--- config.mk ---
export PLATFORM = sky130hd
export DESIGN_NAME = hrxal_top
export DESIGN_NICKNAME = d
export VERILOG_FILES = /design/src/hrxal_pkg.sv /design/src/hrxal_stream_if.sv /design/src/hrxal_skid_buf.sv /design/src/hrxal_top.sv
export SDC_FILE = /design/constraint.sdc
export NUM_CORES = 1
export LEC_CHECK = 0
export BUFFER_PORTS_ARGS = -buffer_cell sky130_fd_sc_hd__buf_2
export CAP_MARGIN = 20
export CORE_MARGIN = 1
export CORE_UTILIZATION = 54
export CTS_BUF_LIST = sky130_fd_sc_hd__clkbuf_2
export CTS_CLUSTER_SIZE = 12
export DETAILED_ROUTE_END_ITERATION = 8
export HOLD_SLACK_MARGIN = 0.03
export PLACE_DENSITY = 0.75
export RECOVER_POWER = 25
export SETUP_SLACK_MARGIN = 0.1
export SYNTH_ARGS = -nofsm -noshare
export SYNTH_HDL_FRONTEND = slang
export SYNTH_SLANG_ARGS = --single-unit
--- constraint.sdc ---
create_clock -name pclk -period 7.1 [get_ports pclk]
set_input_delay 1.42 -clock pclk [delete_from_list [all_inputs] [get_ports pclk]]
set_output_delay 1.42 -clock pclk [all_outputs]
set_load 0.005 [all_outputs]
--- src/hrxal_pkg.sv ---
// shared constants for the receive address match and length check block
package hrxal_pkg;

  // ==========================================================================
  // register byte offsets
  localparam logic [11:0] HRXAL_OFS_CONTROL      = 12'h130;
  localparam logic [11:0] HRXAL_OFS_STATUS       = 12'h134;
  localparam logic [11:0] HRXAL_OFS_ADDRESS      = 12'h138;
  localparam logic [11:0] HRXAL_OFS_ADDRESS_MASK = 12'h13c;
  localparam logic [11:0] HRXAL_OFS_LENGTH_CHECK = 12'h140;

  // ==========================================================================
  // reset values
  localparam logic [31:0] HRXAL_RST_CONTROL      = 32'h0000_0000;
  localparam logic [31:0] HRXAL_RST_ADDRESS      = 32'h0000_0000;
  localparam logic [31:0] HRXAL_RST_ADDRESS_MASK = 32'h0000_0000;
  localparam logic [31:0] HRXAL_RST_LENGTH_CHECK = 32'h0000_0000;

  // ==========================================================================
  // field positions
  localparam int HRXAL_CTL_HDLC_MODE = 0;
  localparam int HRXAL_CTL_AUTOMODE  = 1;
  localparam int HRXAL_CTL_ADDR16    = 2;
  localparam int HRXAL_CTL_LENGTH_EXCEEDED_IRQ_EN   = 3;
  localparam int HRXAL_ADR_A1H_LSB   = 24;
  localparam int HRXAL_ADR_A1L_LSB   = 16;
  localparam int HRXAL_ADR_A2H_LSB   = 8;
  localparam int HRXAL_ADR_A2L_LSB   = 0;
  localparam int HRXAL_MSK_A2H_LSB   = 24;
  localparam int HRXAL_MSK_A2L_LSB   = 16;
  localparam int HRXAL_MSK_A1H_LSB   = 8;
  localparam int HRXAL_MSK_A1L_LSB   = 0;
  localparam int HRXAL_LEN_ON_BIT    = 15;
  localparam int HRXAL_LEN_CODE_W    = 11;
  localparam int HRXAL_CRI_BIT       = 1;
  localparam int HRXAL_STA_MATCH_BIT = 31;
  localparam int HRXAL_STA_RESP_BIT  = 30;
  localparam int HRXAL_STA_LENGTH_EXCEEDED_IRQ_BIT  = 29;
  localparam logic [31:0] HRXAL_LEN_RW_MASK = 32'h0000_87ff;
  localparam logic [4:0]  HRXAL_LEN_UNIT_SH = 5'h05;
  localparam int HRXAL_CNT_W         = 17;

endpackage : hrxal_pkg

--- src/hrxal_stream_if.sv ---
// valid/ready byte stream between the checker and its output buffer
interface hrxal_stream_if #(
  parameter int W = 11
);
  logic         valid;
  logic         ready;
  logic [W-1:0] data;

  modport source (output valid, output data, input ready);
  modport sink   (input valid, input data, output ready);
endinterface : hrxal_stream_if

--- src/hrxal_skid_buf.sv ---
// two-entry skid buffer, output taken straight from the main register
module hrxal_skid_buf #(
  parameter int W = 11
) (
  // clock and reset
  input  wire logic     pclk,
  input  wire logic     presetn,
  // streams
  hrxal_stream_if.sink   s_in,
  hrxal_stream_if.source s_out
);

  logic         main_vld_q;
  logic [W-1:0] main_dat_q;
  logic         skid_vld_q;
  logic [W-1:0] skid_dat_q;
  logic         in_fire;
  logic         out_fire;

  assign in_fire     = s_in.valid & ~skid_vld_q;
  assign out_fire    = main_vld_q & s_out.ready;
  assign s_in.ready  = ~skid_vld_q;
  assign s_out.valid = main_vld_q;
  assign s_out.data  = main_dat_q;

  always_ff @(posedge pclk or negedge presetn) begin
    if (!presetn) begin
      main_vld_q <= 1'b0;
      main_dat_q <= '0;
    end else if (!main_vld_q || out_fire) begin
      main_vld_q <= skid_vld_q | in_fire;
      main_dat_q <= skid_vld_q ? skid_dat_q : s_in.data;
    end
  end

  // second entry catches a word while the drain side stalls
  always_ff @(posedge pclk or negedge presetn) begin
    if (!presetn) begin
      skid_vld_q <= 1'b0;
      skid_dat_q <= '0;
    end else if (skid_vld_q) begin
      if (out_fire) begin
        skid_vld_q <= 1'b0;
      end
    end else if (in_fire && main_vld_q && !out_fire) begin
      skid_vld_q <= 1'b1;
      skid_dat_q <= s_in.data;
    end
  end

endmodule : hrxal_skid_buf

--- src/hrxal_top.sv ---
// receive address match and frame length check with apb registers
// Functional notes
// mask bit one: that address bit always compares equal
// mask bit zero: received address bit must equal the programmed bit
// mask word: addr2 high 31:24, addr2 low 23:16, addr1 high 15:8, addr1 low 7:0
// 16-bit address: addr1 low byte is the first individual low byte
// 8-bit address: addr1 low byte identifies a command frame
// 8-bit address: addr2 low byte identifies a response frame
// second high/low address pair compared alongside the first
// length check off: no length checking at all
// length check on (bit 15): count every forwarded byte against limit
// over-length frame handled as line abort, abort pulse and status
// over-length also raises length-exceeded pulse when enabled
// final status byte counts toward the frame length
// limit is (11-bit code plus one) times 32 bytes
// length check only acts in hdlc mode
// received high and low address bytes compared under the mask
// automode: cr polarity bit flips meaning of received c/r bit; code does this in 16-bit mode only, 8-bit mode uses addr2 low match
// software keeps addr1 high byte zero for 8-bit automode
// unused length bits read zero, all fields reset to zero
//
// The implementer's own choice: the APB slave port.
module hrxal_top
  import hrxal_pkg::*;
(
  // clock and reset
  input  wire logic        pclk,
  input  wire logic        presetn,
  // apb slave
  input  wire logic        psel,
  input  wire logic        penable,
  input  wire logic        pwrite,
  input  wire logic [11:0] paddr,
  input  wire logic [31:0] pwdata,
  output logic             pready,
  output logic [31:0]      prdata,
  output logic             pslverr,
  // received bytes, last one is the frame status byte
  input  wire logic        in_valid,
  input  wire logic [7:0]  in_data,
  input  wire logic        in_last,
  output logic             in_ready,
  // bytes toward the receive fifo
  output logic             out_valid,
  output logic [7:0]       out_data,
  output logic             out_last,
  output logic             out_addr_match,
  output logic             out_is_response,
  input  wire logic        out_ready,
  // events
  output logic             receive_abort_irq,
  output logic             length_exceeded_irq
);
  localparam int BW = 11;

  // ==========================================================================
  // registers
  logic [31:0] control_q;
  logic [31:0] receive_address_bytes_q;
  logic [31:0] address_mask_q;
  logic [31:0] length_check_q;
  logic        length_exceeded_irq_sticky_q;
  logic        last_match_q;
  logic        last_resp_q;
  logic [HRXAL_CNT_W-1:0] count_q;
  logic        pready_q;
  logic [31:0] prdata_q;
  logic        pslverr_q;

  logic        hdlc_mode;
  logic        automode;
  logic        addr16;
  logic        length_exceeded_irq_en;
  logic [7:0]  addr1_low_byte;
  logic [7:0]  addr1_high_byte;
  logic [7:0]  addr2_low_byte;
  logic [7:0]  addr2_high_byte;
  logic [7:0]  mask_addr1_low;
  logic [7:0]  mask_addr1_high;
  logic [7:0]  mask_addr2_low;
  logic [7:0]  mask_addr2_high;
  logic [7:0]  mask_hi1_eff;
  logic        length_check_on;
  logic [HRXAL_LEN_CODE_W-1:0] length_limit_code;

  assign hdlc_mode         = control_q[HRXAL_CTL_HDLC_MODE];
  assign automode          = control_q[HRXAL_CTL_AUTOMODE];
  assign addr16            = control_q[HRXAL_CTL_ADDR16];
  assign length_exceeded_irq_en           = control_q[HRXAL_CTL_LENGTH_EXCEEDED_IRQ_EN];
  assign addr1_high_byte   = receive_address_bytes_q[HRXAL_ADR_A1H_LSB +: 8];
  assign addr1_low_byte    = receive_address_bytes_q[HRXAL_ADR_A1L_LSB +: 8];
  assign addr2_high_byte   = receive_address_bytes_q[HRXAL_ADR_A2H_LSB +: 8];
  assign addr2_low_byte    = receive_address_bytes_q[HRXAL_ADR_A2L_LSB +: 8];
  assign mask_addr2_high   = address_mask_q[HRXAL_MSK_A2H_LSB +: 8];
  assign mask_addr2_low    = address_mask_q[HRXAL_MSK_A2L_LSB +: 8];
  assign mask_addr1_high   = address_mask_q[HRXAL_MSK_A1H_LSB +: 8];
  assign mask_addr1_low    = address_mask_q[HRXAL_MSK_A1L_LSB +: 8];
  assign length_check_on   = length_check_q[HRXAL_LEN_ON_BIT];
  assign length_limit_code = length_check_q[HRXAL_LEN_CODE_W-1:0];

  // ==========================================================================
  // apb slave, one wait state per transfer
  logic        apb_done;
  logic        apb_wr;
  logic        apb_mapped;
  logic [31:0] rd_word;

  assign apb_done = psel & penable & pready_q;
  assign apb_wr   = apb_done & pwrite & ~pslverr_q;

  always_comb begin
    apb_mapped = 1'b1;
    rd_word    = 32'h0000_0000;
    unique case (paddr)
      HRXAL_OFS_CONTROL:      rd_word = control_q;
      HRXAL_OFS_STATUS: begin
        rd_word[HRXAL_STA_MATCH_BIT]   = last_match_q;
        rd_word[HRXAL_STA_RESP_BIT]    = last_resp_q;
        rd_word[HRXAL_STA_LENGTH_EXCEEDED_IRQ_BIT]    = length_exceeded_irq_sticky_q;
        rd_word[HRXAL_CNT_W-1:0]       = count_q;
      end
      HRXAL_OFS_ADDRESS:      rd_word = receive_address_bytes_q;
      HRXAL_OFS_ADDRESS_MASK: rd_word = address_mask_q;
      HRXAL_OFS_LENGTH_CHECK: rd_word = length_check_q;
      default:                apb_mapped = 1'b0;
    endcase
  end

  always_ff @(posedge pclk or negedge presetn) begin
    if (!presetn) begin
      pready_q  <= 1'b0;
      prdata_q  <= 32'h0000_0000;
      pslverr_q <= 1'b0;
    end else begin
      pready_q  <= psel & penable & ~pready_q;
      pslverr_q <= psel & penable & ~pready_q & ~apb_mapped;
      if (psel && penable && !pready_q && !pwrite) begin
        prdata_q <= rd_word;
      end else if (apb_done) begin
        prdata_q <= 32'h0000_0000;
      end
    end
  end

  assign pready  = pready_q;
  assign prdata  = prdata_q;
  assign pslverr = pslverr_q;

  always_ff @(posedge pclk or negedge presetn) begin
    if (!presetn) begin
      control_q               <= HRXAL_RST_CONTROL;
      receive_address_bytes_q <= HRXAL_RST_ADDRESS;
      address_mask_q          <= HRXAL_RST_ADDRESS_MASK;
      length_check_q          <= HRXAL_RST_LENGTH_CHECK;
    end else if (apb_wr) begin
      unique case (paddr)
        HRXAL_OFS_CONTROL:      control_q <= pwdata & 32'h0000_000f;
        HRXAL_OFS_ADDRESS:      receive_address_bytes_q <= pwdata;
        HRXAL_OFS_ADDRESS_MASK: address_mask_q <= pwdata;
        HRXAL_OFS_LENGTH_CHECK: length_check_q <= pwdata & HRXAL_LEN_RW_MASK;
        default: ;
      endcase
    end
  end

  // ==========================================================================
  // address comparison
  function automatic logic byte_eq(input logic [7:0] rx, input logic [7:0] prog, input logic [7:0] msk);
    byte_eq = &(~(rx ^ prog) | msk);
  endfunction : byte_eq
  logic       in_fire;
  logic [1:0] byte_idx_q;
  logic [7:0] hi_byte_q;
  logic       match_q;
  logic       resp_q;
  logic       addr_now;
  logic       match_now;
  logic       resp_now;
  logic       cr_bit;
  logic       m1;
  logic       m2;

  // c/r position in automode is not an address bit in the addr1 high byte compare
  always_comb begin
    mask_hi1_eff = mask_addr1_high;
    if (automode) begin
      mask_hi1_eff[HRXAL_CRI_BIT] = 1'b1;
    end
  end

  assign cr_bit = hi_byte_q[HRXAL_CRI_BIT];

  always_comb begin
    addr_now  = 1'b0;
    m1        = 1'b0;
    m2        = 1'b0;
    match_now = match_q;
    resp_now  = resp_q;
    if (!hdlc_mode) begin
      match_now = 1'b1;
      resp_now  = 1'b0;
    end else if (addr16) begin
      addr_now = (byte_idx_q == 2'd1);
      m1 = byte_eq(hi_byte_q, addr1_high_byte, mask_hi1_eff)
         & byte_eq(in_data, addr1_low_byte, mask_addr1_low);
      m2 = byte_eq(hi_byte_q, addr2_high_byte, mask_addr2_high)
         & byte_eq(in_data, addr2_low_byte, mask_addr2_low);
      if (addr_now) begin
        match_now = m1 | m2;
        resp_now  = automode ? (addr1_high_byte[HRXAL_CRI_BIT] ? cr_bit : ~cr_bit) : m2 & ~m1;
      end
    end else begin
      addr_now = (byte_idx_q == 2'd0);
      m1 = byte_eq(in_data, addr1_low_byte, mask_addr1_low);
      m2 = byte_eq(in_data, addr2_low_byte, mask_addr2_low);
      if (addr_now) begin
        match_now = m1 | m2;
        resp_now  = m2 & ~m1;
      end
    end
  end

  // ==========================================================================
  // length check
  logic                   checking;
  logic [HRXAL_CNT_W-1:0] limit;
  logic [HRXAL_CNT_W-1:0] count_inc;
  logic                   over;
  logic                   discard_q;
  logic                   forward;

  assign checking  = hdlc_mode & length_check_on;
  assign limit     = HRXAL_CNT_W'({6'h00, length_limit_code} + 17'h00001) << HRXAL_LEN_UNIT_SH;
  assign count_inc = count_q + 17'h00001;
  assign over      = checking & (count_inc > limit);
  assign forward   = in_fire & ~discard_q & ~over;

  always_ff @(posedge pclk or negedge presetn) begin
    if (!presetn) begin
      byte_idx_q <= 2'd0;
      hi_byte_q  <= 8'h00;
    end else if (in_fire) begin
      if (in_last) begin
        byte_idx_q <= 2'd0;
      end else if (byte_idx_q != 2'd3) begin
        byte_idx_q <= byte_idx_q + 2'd1;
      end
      if (byte_idx_q == 2'd0) begin
        hi_byte_q <= in_data;
      end
    end
  end

  always_ff @(posedge pclk or negedge presetn) begin
    if (!presetn) begin
      match_q <= 1'b0;
      resp_q  <= 1'b0;
    end else if (in_fire && addr_now) begin
      match_q <= match_now;
      resp_q  <= resp_now;
    end
  end

  always_ff @(posedge pclk or negedge presetn) begin
    if (!presetn) begin
      count_q <= '0;
    end else if (in_fire) begin
      if (in_last) begin
        count_q <= '0;
      end else if (forward) begin
        count_q <= count_inc;
      end
    end
  end

  // rest of an over-length frame is swallowed up to its last byte
  always_ff @(posedge pclk or negedge presetn) begin
    if (!presetn) begin
      discard_q <= 1'b0;
    end else if (in_fire) begin
      if (in_last) begin
        discard_q <= 1'b0;
      end else if (over) begin
        discard_q <= 1'b1;
      end
    end
  end

  always_ff @(posedge pclk or negedge presetn) begin
    if (!presetn) begin
      receive_abort_irq   <= 1'b0;
      length_exceeded_irq <= 1'b0;
    end else begin
      receive_abort_irq   <= in_fire & ~discard_q & over;
      length_exceeded_irq <= in_fire & ~discard_q & over & length_exceeded_irq_en;
    end
  end

  // sticky status, a new event beats a same-cycle clear
  always_ff @(posedge pclk or negedge presetn) begin
    if (!presetn) begin
      length_exceeded_irq_sticky_q <= 1'b0;
    end else if (in_fire && !discard_q && over) begin
      length_exceeded_irq_sticky_q <= 1'b1;
    end else if (apb_wr && paddr == HRXAL_OFS_STATUS && pwdata[HRXAL_STA_LENGTH_EXCEEDED_IRQ_BIT]) begin
      length_exceeded_irq_sticky_q <= 1'b0;
    end
  end

  always_ff @(posedge pclk or negedge presetn) begin
    if (!presetn) begin
      last_match_q <= 1'b0;
      last_resp_q  <= 1'b0;
    end else if (forward && in_last) begin
      last_match_q <= match_now;
      last_resp_q  <= resp_now;
    end
  end

  // ==========================================================================
  // output buffer
  hrxal_stream_if #(.W(BW)) buf_in ();
  hrxal_stream_if #(.W(BW)) buf_out ();

  assign in_fire       = in_valid & buf_in.ready;
  assign buf_in.valid  = forward;
  assign buf_in.data   = {match_now & in_last, resp_now & in_last, in_last, in_data};
  assign buf_out.ready = out_ready;

  hrxal_skid_buf #(.W(BW)) u_buf (
    .pclk    (pclk),
    .presetn (presetn),
    .s_in    (buf_in),
    .s_out   (buf_out)
  );

  assign in_ready        = buf_in.ready;
  assign out_valid       = buf_out.valid;
  assign out_addr_match  = buf_out.data[10];
  assign out_is_response = buf_out.data[9];
  assign out_last        = buf_out.data[8];
  assign out_data        = buf_out.data[7:0];

endmodule : hrxal_top

# Word level (Yosys, flattened, before mapping)
# Index checks and enable logic that the tools add are counted.
# totals
register_bits	173
out_inout_bits	49
# classes
addsub	3
n_lt_le_gt_ge	1
eq_ne	7
n_mux	31
n_bitwise	45
reduce_logical	37
# ops
operator	n
one-hot mux 17 bit (5 select lines)	1
2-to-1 mux 32 bit	2
equality test 12 x 9 -> 1 bit (second input constant)	5
2-to-1 mux 17 bit	2
NOT 8 bit	4
OR 8 bit	4
AND reduction 8 bit	4
XOR 8 bit	4
one-hot mux 12 bit (2 select lines)	1
bitwise AND 1 bit	21
2-to-1 mux 1 bit	21
AND reduction 2 bit	9
adder 17 x 1 -> 17 bit (second input constant)	1
> comparator 17 bit	1
adder 11 x 1 -> 12 bit (second input constant)	1
logical AND 1 bit	11
2-to-1 mux 11 bit	1
nonzero test 2 bit	5
NOT 1 bit	9
one-hot mux 3 bit (3 select lines)	1
logical NOT 1 bit	5
OR reduction 5 bit	1
2-to-1 mux 2 bit	2
OR 1 bit	3
other kinds (5)	5

# Longest topological paths before layout
# Gate-level depths: netlist of the first run.
# depth
depth_word	13
ltp_mapped	16
depth_no_buf	14

# By module
# A second synthesis of the first run with hierarchy kept.
# hier_totals
cells_unflattened	745
area_unflattened_um2	8680.8
# modules_own_cells
mod	instances	cells_per_inst	area_each_um2	seq_area_each_um2
hrxal_top	1	677	7516.0	3728.6
hrxal_skid_buf	1	68	1164.9	600.6

# Least setup slack after synthesis of the first run
# Ideal clock, no wire load.
# synth_path
path_type	reg2reg
start	register count_q[0]
end	register u_buf.skid_dat_q[2]
arrival_time_ps	3526
required_time_ps	6975
path_slack_ps	3449
stages_incl_launch_ff	16
n_path_buf	2
path_cell_list	dfrtp_1 > ha_1 > nand2_1 > or3_1 > clkbuf_1 > nor3_2 > nand3_1 > xnor2_1 > ha_1 > nand4_1 > nor3_1 > a21boi_1 > o31a_2 > a311o_1 > buf_6 > mux2_4
# synth_via
elab_chain_len	9
# synth_lines
element	line_no	text
start: declaration	hrxal_top.sv:65	logic [HRXAL_CNT_W-1:0] count_q;
start signal: assignment	hrxal_top.sv:271	count_q <= count_inc;
adder 17 x 1 -> 17 bit	hrxal_top.sv:234	assign count_inc = count_q + 17'h00001;
> comparator 17 bit	hrxal_top.sv:235	assign over = checking & (count_inc > limit);
bitwise AND 1 bit	hrxal_top.sv:235	
NOT 1 bit	hrxal_top.sv:236	assign forward = in_fire & ~discard_q & ~over;
bitwise AND 1 bit	hrxal_top.sv:236	
bitwise AND 1 bit	hrxal_skid_buf.sv:20	assign in_fire = s_in.valid & ~skid_vld_q;
logical AND 1 bit (2 in a row)	hrxal_skid_buf.sv:45	end else if (in_fire && main_vld_q && !out_fire) begin
AND reduction 2 bit (no source line)	-	
end signal: assignment	hrxal_skid_buf.sv:47	skid_dat_q <= s_in.data;
end: declaration	hrxal_skid_buf.sv:16	logic [W-1:0] skid_dat_q;
# No other way between the ends.
# A chain may end at the register's enable or synchronous reset.

==> out/results.tsv, run 1 <==
metric	value	unit
outcome	complete, but fails checks	
violations	max-capacitance violations, max-slew violations	
finalHoldViolCount	0	
crit_path_max_fanout	85	
drc	0	
cts_buffers	17	
routed_wl	22300	um
hold_class	reg -> reg	
grt-ovfl-total	0	
dp_hpwl	16400	um
synth_top_cell_by_area	dfrtp_1	
io_buffers	108	
h-tree-depth	4	
arrival	5.74	ns
slew_headroom	-2.01	
crit_type	in -> async	
ys_types	63	
ys_ff_latch	173	
reg2reg_depth	14	
setup_slack	2.30	ns
grt_pass1_vias	6202	
power_density	227	nW/um2
endpoint_kind	async pin	
wl_per_cell	21.0	um
grt_max_degree	90	
nFillCells	1265	
area_growth	10.7	%
post_cts_buffers	0	
worstMarginPinSlew	4.51	ns
drive_gt1_frac	0.303	
hold_depth	1	
clockBufferDepth	2	
reg2reg_setup_slack	2.73	ns
fp.dieW	128	um
cts_tree	yes	
first_pass_iters	9	
ir_drop	0.119	mV
clockRootBuffer	clkbuf_2	
viasPerCell	6.00	
start_util	0.557	
antenna_found_initial	1	
grt_usage	0.288	
p_leak	4.60	nW
tns	0	ns
fin_crit_sh	0.676	
required	8.04	ns
fmax	208	MHz
crit_path_top_delay_cell	clkbuf_1	
num_io_pins	109	
async_reset_ff_frac	1.00	
slew_violations	86	
clock_latency	0.74	ns
multiInputGateArea	3940	um2
crit_chain	clkbuf_1 -> buf_4 -> buf_16	
netlist.area_leader.share	0.507	
r2r_end	count_q[5]$_DFFE_PN0P_	
drv_cap	1	
ys_top_cells_by_area	dfrtp_1 (51%), mux2_2 (11%), xnor2_1 (4.4%)	
synth_fp_nets	818	
dp_slack	2.82	ns
synth_ff_type	dfrtp_1	
hold_buffers	0	
gp_congestion	0.882	
drt_iter0_markers	663	
postSynthAreaPerCell	11.5	um2
core	15300	um2
cts_resized	0	
design.die.area	16300	um2
synth_area	8540	um2
clock_sinks	173	
drtAntennaViolNets	0	
hold_end	prdata[5]$_DFFE_PN0P_	
startpoint_type	input port	
finClkSkew	0.0418	ns
vias	6371	
min_period	4.80	ns
num_rows	45	
synth_edf_count	0	
regArea	4330	um2
die_h	128	um
yosys_warnings	0	
utilization	0.617	
finalSetupViolations	0	
slowest_delay	3.10	ns
ys_seq_area_frac	0.507	
rsz0062_at_grt	false	
path_clk_slew	0.22	ns
worstHoldStart	prdata[5]$_DFFE_PN0P_	
whs	0.500	ns
finish.net_count	913	
synth_cells	741	
grt_pass1_wl	34800	um
r2r-start	count_q[0]$_DFFE_PN0P_	
## sequential cells by signal (all words and copies together) (netlist names), 2 cells and up
| register | cells |
|---|---|
| length_check_q | 12 |
| count_q | 17 |
| control_q | 4 |
| byte_idx_q | 2 |
| hi_byte_q | 8 |
| receive_address_bytes_q | 32 |
| prdata | 32 |
| address_mask_q | 32 |
| u_buf.s_out.data | 11 |
| u_buf.skid_dat_q | 11 |
## power breakdown
group / internal [mW] / total (mW) / leakage, nW / switching, mW
clock network: 0.200 / 0.555 / 0.156 / 0.355
logic: 0.208 / 0.418 / 2.12 / 0.210
registers: 1.08 / 1.17 / 2.33 / 0.0888
## cells in the final DEF (no fill, tap or decap), types with 7 or more instances in the layout
cell type / count
mux2_2: 85
a31oi_1: 11
xor2_1: 12
mux2i_1: 8
a22oi_1: 17
mux2_4: 12
o21ai_0: 31
o21ai_1: 7
nand2_1: 75
a21oi_1: 30
buf_2: 106
dfrtp_1: 173
a222oi_1: 20
inv_1: 14
ha_1: 17
a21o_1: 15
and3_1: 8
nor2_1: 23
xnor2_1: 43
clkbuf_2: 18
nand3_1: 16
o22ai_1: 17
## per-stage QoR
stage	instance area, um2	power [mW]	instances
2_1_floorplan	8540	1.46	741
3_3_place_gp	9170	1.59	1026
3_5_place_dp	9170	1.61	1026
4_1_cts	9420	2.15	1058
5_1_grt	9450	2.25	1061
6_report	9450	2.15	1061
## synthesized netlist by cell type, drive strengths merged, types with 2 or more instances
cell       n
dfrtp    173
mux2      97
nand2     75
xnor2     43
o21ai     38
a21oi     31
buf       26
nor2      26
a222oi    20
a22oi     17
ha        17
o22ai     17
nand3     16
a21o      15
inv       14
clkbuf    13
a31oi     12
xor2      12
and3       8
mux2i      8
nand4      7
nor3       7
a22o       6
nand2b     5
nor2b      5
and2       3
nor4       3
or3        3
a31o       2
o2bb2ai    2
## worst max path at each step
stage,start,end,depth (start not counted)
floorplan,count_q[0]$_DFFE_PN0P_,u_buf.skid_dat_q[2]$_DFFE_PN0P_,15
global placement,count_q[0]$_DFFE_PN0P_,count_q[5]$_DFFE_PN0P_,14
detailed placement,count_q[0]$_DFFE_PN0P_,count_q[5]$_DFFE_PN0P_,14
CTS,count_q[0]$_DFFE_PN0P_,count_q[5]$_DFFE_PN0P_,14
global route,presetn,count_q[11]$_DFFE_PN0P_,1
finish,presetn,prdata[6]$_DFFE_PN0P_,3
## final cells by class
class / instances / share of cell area
Antenna cell: 1 / 0.000265
Inverter: 14 / 0.00556
Sequential cell: 173 / 0.458
Tap cell: 211 / 0.0279
Multi-Input combinational cell: 515 / 0.417
Clock inverter: 14 / 0.0176
Timing Repair Buffer: 115 / 0.0642
Clock buffer: 18 / 0.00953
## worst max-delay path, delay by kind of cell
family,cells,cell delay [ns]
buffers and inverters,3,4.21
## per-layer routing
metal,vias up,GRT usage,share of wire
met1,3138,0.406,0.43
met5,-,0,0
li1,2895,-,-
met4,0,0.116,0.029
met2,298,0.449,0.46
met3,40,0.0451,0.074
## cell families (layout without fill, tap and decap cells)
| kind of cell | after synthesis | after routing | share of synthesized area |
|---|---|---|---|
| buffers and inverters | 53 | 161 | 0.0320 |
| muxes | 105 | 105 | 0.143 |
| xor gates and xnor gates | 55 | 55 | 0.0564 |
| other | 0 | 1 | 0 |
| adders and majority gates | 17 | 17 | 0.0249 |
| and+or+nand+nor | 164 | 164 | 0.0951 |
| DFF | 173 | 173 | 0.507 |
| AOI/OAI and AO/OA | 174 | 174 | 0.142 |
(Power assumes the default switching activity.)
==> run 2, diff against run 1 <==
- PLACE_DENSITY: 0.75 -> 0.78
- clock period: 7.1 -> 4.3 ns (I/O delays scaled with it)
==> run 2 against run 1 <==
Against the previous run: first-iteration DRC count is 11% lower; the run still ends with max-capacitance violations, max-slew violations left; sequential cell count stayed put; highest routed layer unchanged; critical path depth up 10; via count is 1.7% higher; register-to-register slack got worse by 2.4 ns; critical path type is now reg -> reg.
==> out/results.tsv, run 2 (synthesized netlist as in run 1, its figures left out) <==
metric	value	unit	change
tns	0	ns	unchanged
drv_cap	2		was 1
finalSetupViolations	0		unchanged
core	15300	um2	unchanged
h-tree-depth	4		unchanged
num_io_pins	109		unchanged
use_met3	0.0618		was 0.0451
layout_common_cells	dfrtp_1 (172), buf_2 (107), mux2_2 (85)		was dfrtp_1 (173), buf_2 (106), mux2_2 (85)
p_leak	4.64	nW	was 4.60 nW
grtUsageMet2	0.429		was 0.449
critPathBufInv	0		was 3
viasPerCell	6.07		was 6.00
finalHoldViolCount	0		unchanged
fmax	254	MHz	
slew_violations	140		was 86
path_clk_slew	0.25	ns	was 0.22 ns
endpoint_kind	flip-flop		was async pin
crit_type	reg -> reg		was in -> async
slowest_delay	0.59	ns	was 3.10 ns
drt_iter0_markers	590		was 663
finClkSkew	0.0325	ns	was 0.0418 ns
grt_usage	0.283		was 0.288
finish.net_count	920		was 913
rsz0062_at_grt	false		unchanged
grtUsageMet1	0.397		was 0.406
start_util	0.557		unchanged
gp_congestion	0.899		was 0.882
final_common_cell	dfrtp_1		unchanged
dp_slack	0.0443	ns	was 2.82 ns
power_density	369	nW/um2	was 227 nW/um2
clockBufferDepth	2		unchanged
grt_pass1_vias	6382		was 6202
drive_gt1_frac	0.313		was 0.303
cts_buffers	17		unchanged
arrival	4.68	ns	was 5.74 ns
area_growth	11.0	%	was 10.7%
slew_headroom	-0.238		was -2.01
num_rows	45		unchanged
violations	max-capacitance violations, max-slew violations		unchanged
setup_slack	0.358	ns	was 2.30 ns
io_buffers	108		unchanged
total_power	3.50	mW	was 2.15 mW
design.die.area	16300	um2	unchanged
startpoint_type	flip-flop		was input port
grt_max_degree	75		was 90
cts_tree	yes		unchanged
first_pass_iters	6		was 9
fp.dieW	128	um	unchanged
whs	0.209	ns	was 0.500 ns
antenna_found_initial	1		unchanged
outcome	complete, but fails checks		unchanged
min_period	3.94	ns	
grt-ovfl-total	0		unchanged
dp_hpwl	15700	um	was 16400 um
utilization	0.619		was 0.617
drtAntennaViolNets	0		unchanged
clock_latency	0.80	ns	was 0.74 ns
drc	0		unchanged
crit_path_max_fanout	7		was 85
die_h	128	um	unchanged
grt_pass1_wl	34700	um	was 34800 um
fin_crit_sh	0.917		
worstMarginPinSlew	1.86	ns	was 4.51 ns
clock_sinks	173		unchanged
ir_drop	0.214	mV	was 0.119 mV
routed_wl	21600	um	was 22300 um
wl_per_cell	20.2	um	was 21.0 um
hold_class	in -> reg		was reg -> reg
required	5.03	ns	was 8.04 ns
crit_chain	nand3_1 -> or4_1 -> nor2_1 -> nand2_1 -> xnor2_1 -> ha_1 -> nand4_1 -> nor3_1 -> a21boi_1 -> o31a_2 -> a31oi_2 -> a21oi_2 -> o22a_1		was clkbuf_1 -> buf_4 -> buf_16
vias	6478		was 6371
grt.busiest_layer	met2		unchanged
cp_top_family	simple AND/OR/NAND/NOR gates		was buffers and inverters
clockRootBuffer	clkbuf_2		unchanged
crit_path_top_delay_cell	or4_1		was clkbuf_1
[run 2: worst paths after layout]
check / cells after the start / start / slack, ns / endpoint
max in group asynchronous: 3 / presetn / 0.79 / count_q[6]$_DFFE_PN0P_
worst min-delay path: 2 / out_ready / 0.21 / u_buf.skid_vld_q$_DFF_PN0_
worst max register to register: 13 / count_q[7]$_DFFE_PN0P_ / 0.36 / count_q[0]$_DFFE_PN0P_
min in group asynchronous: 2 / presetn / 1.04 / prdata[21]$_DFFE_PN0P_
worst max-delay path: 13 / count_q[7]$_DFFE_PN0P_ / 0.36 / count_q[0]$_DFFE_PN0P_
worst min register to register: 1 / prdata[5]$_DFFE_PN0P_ / 0.50 / prdata[5]$_DFFE_PN0P_
[run 2: what timing repair did]
action	CTS	global route
hold buffers	1	0
endpoints found under the setup margin	2	31
pin swaps	0	1
buffers inserted	0	0
resized for setup	1	4
endpoints found under the hold margin	5	0
[run 2: report_power, final]
part	internal, mW	leakage, nW	switching (mW)
combinational	0.348	2.17	0.345
clock	0.282	0.147	0.588
sequential	1.79	2.32	0.148
[run 2: metal layers]
layer / vias to the layer above / part of all wire
met4: 0 / 0.035
li1: 2919 / -
met1: 3241 / 0.43
met2: 266 / 0.47
met5: - / 0
met3: 52 / 0.070
[run 2: final cells by class]
cell class	instances	area (um2)
Antenna cell	1	2.50
Clock buffer	20	100
Clock inverter	12	135
Fill cell	1283	5840
Inverter	14	52.6
Multi-Input combinational cell	515	3950
Sequential cell	173	4330
Tap cell	211	264
Timing Repair Buffer	122	646
[run 2: through the flow]
step / area (um2) / cells
CTS: 9490 / 1067
global route: 9480 / 1068
finish: 9480 / 1068
global placement: 9230 / 1033
detailed placement: 9240 / 1034
floorplan: 8540 / 741
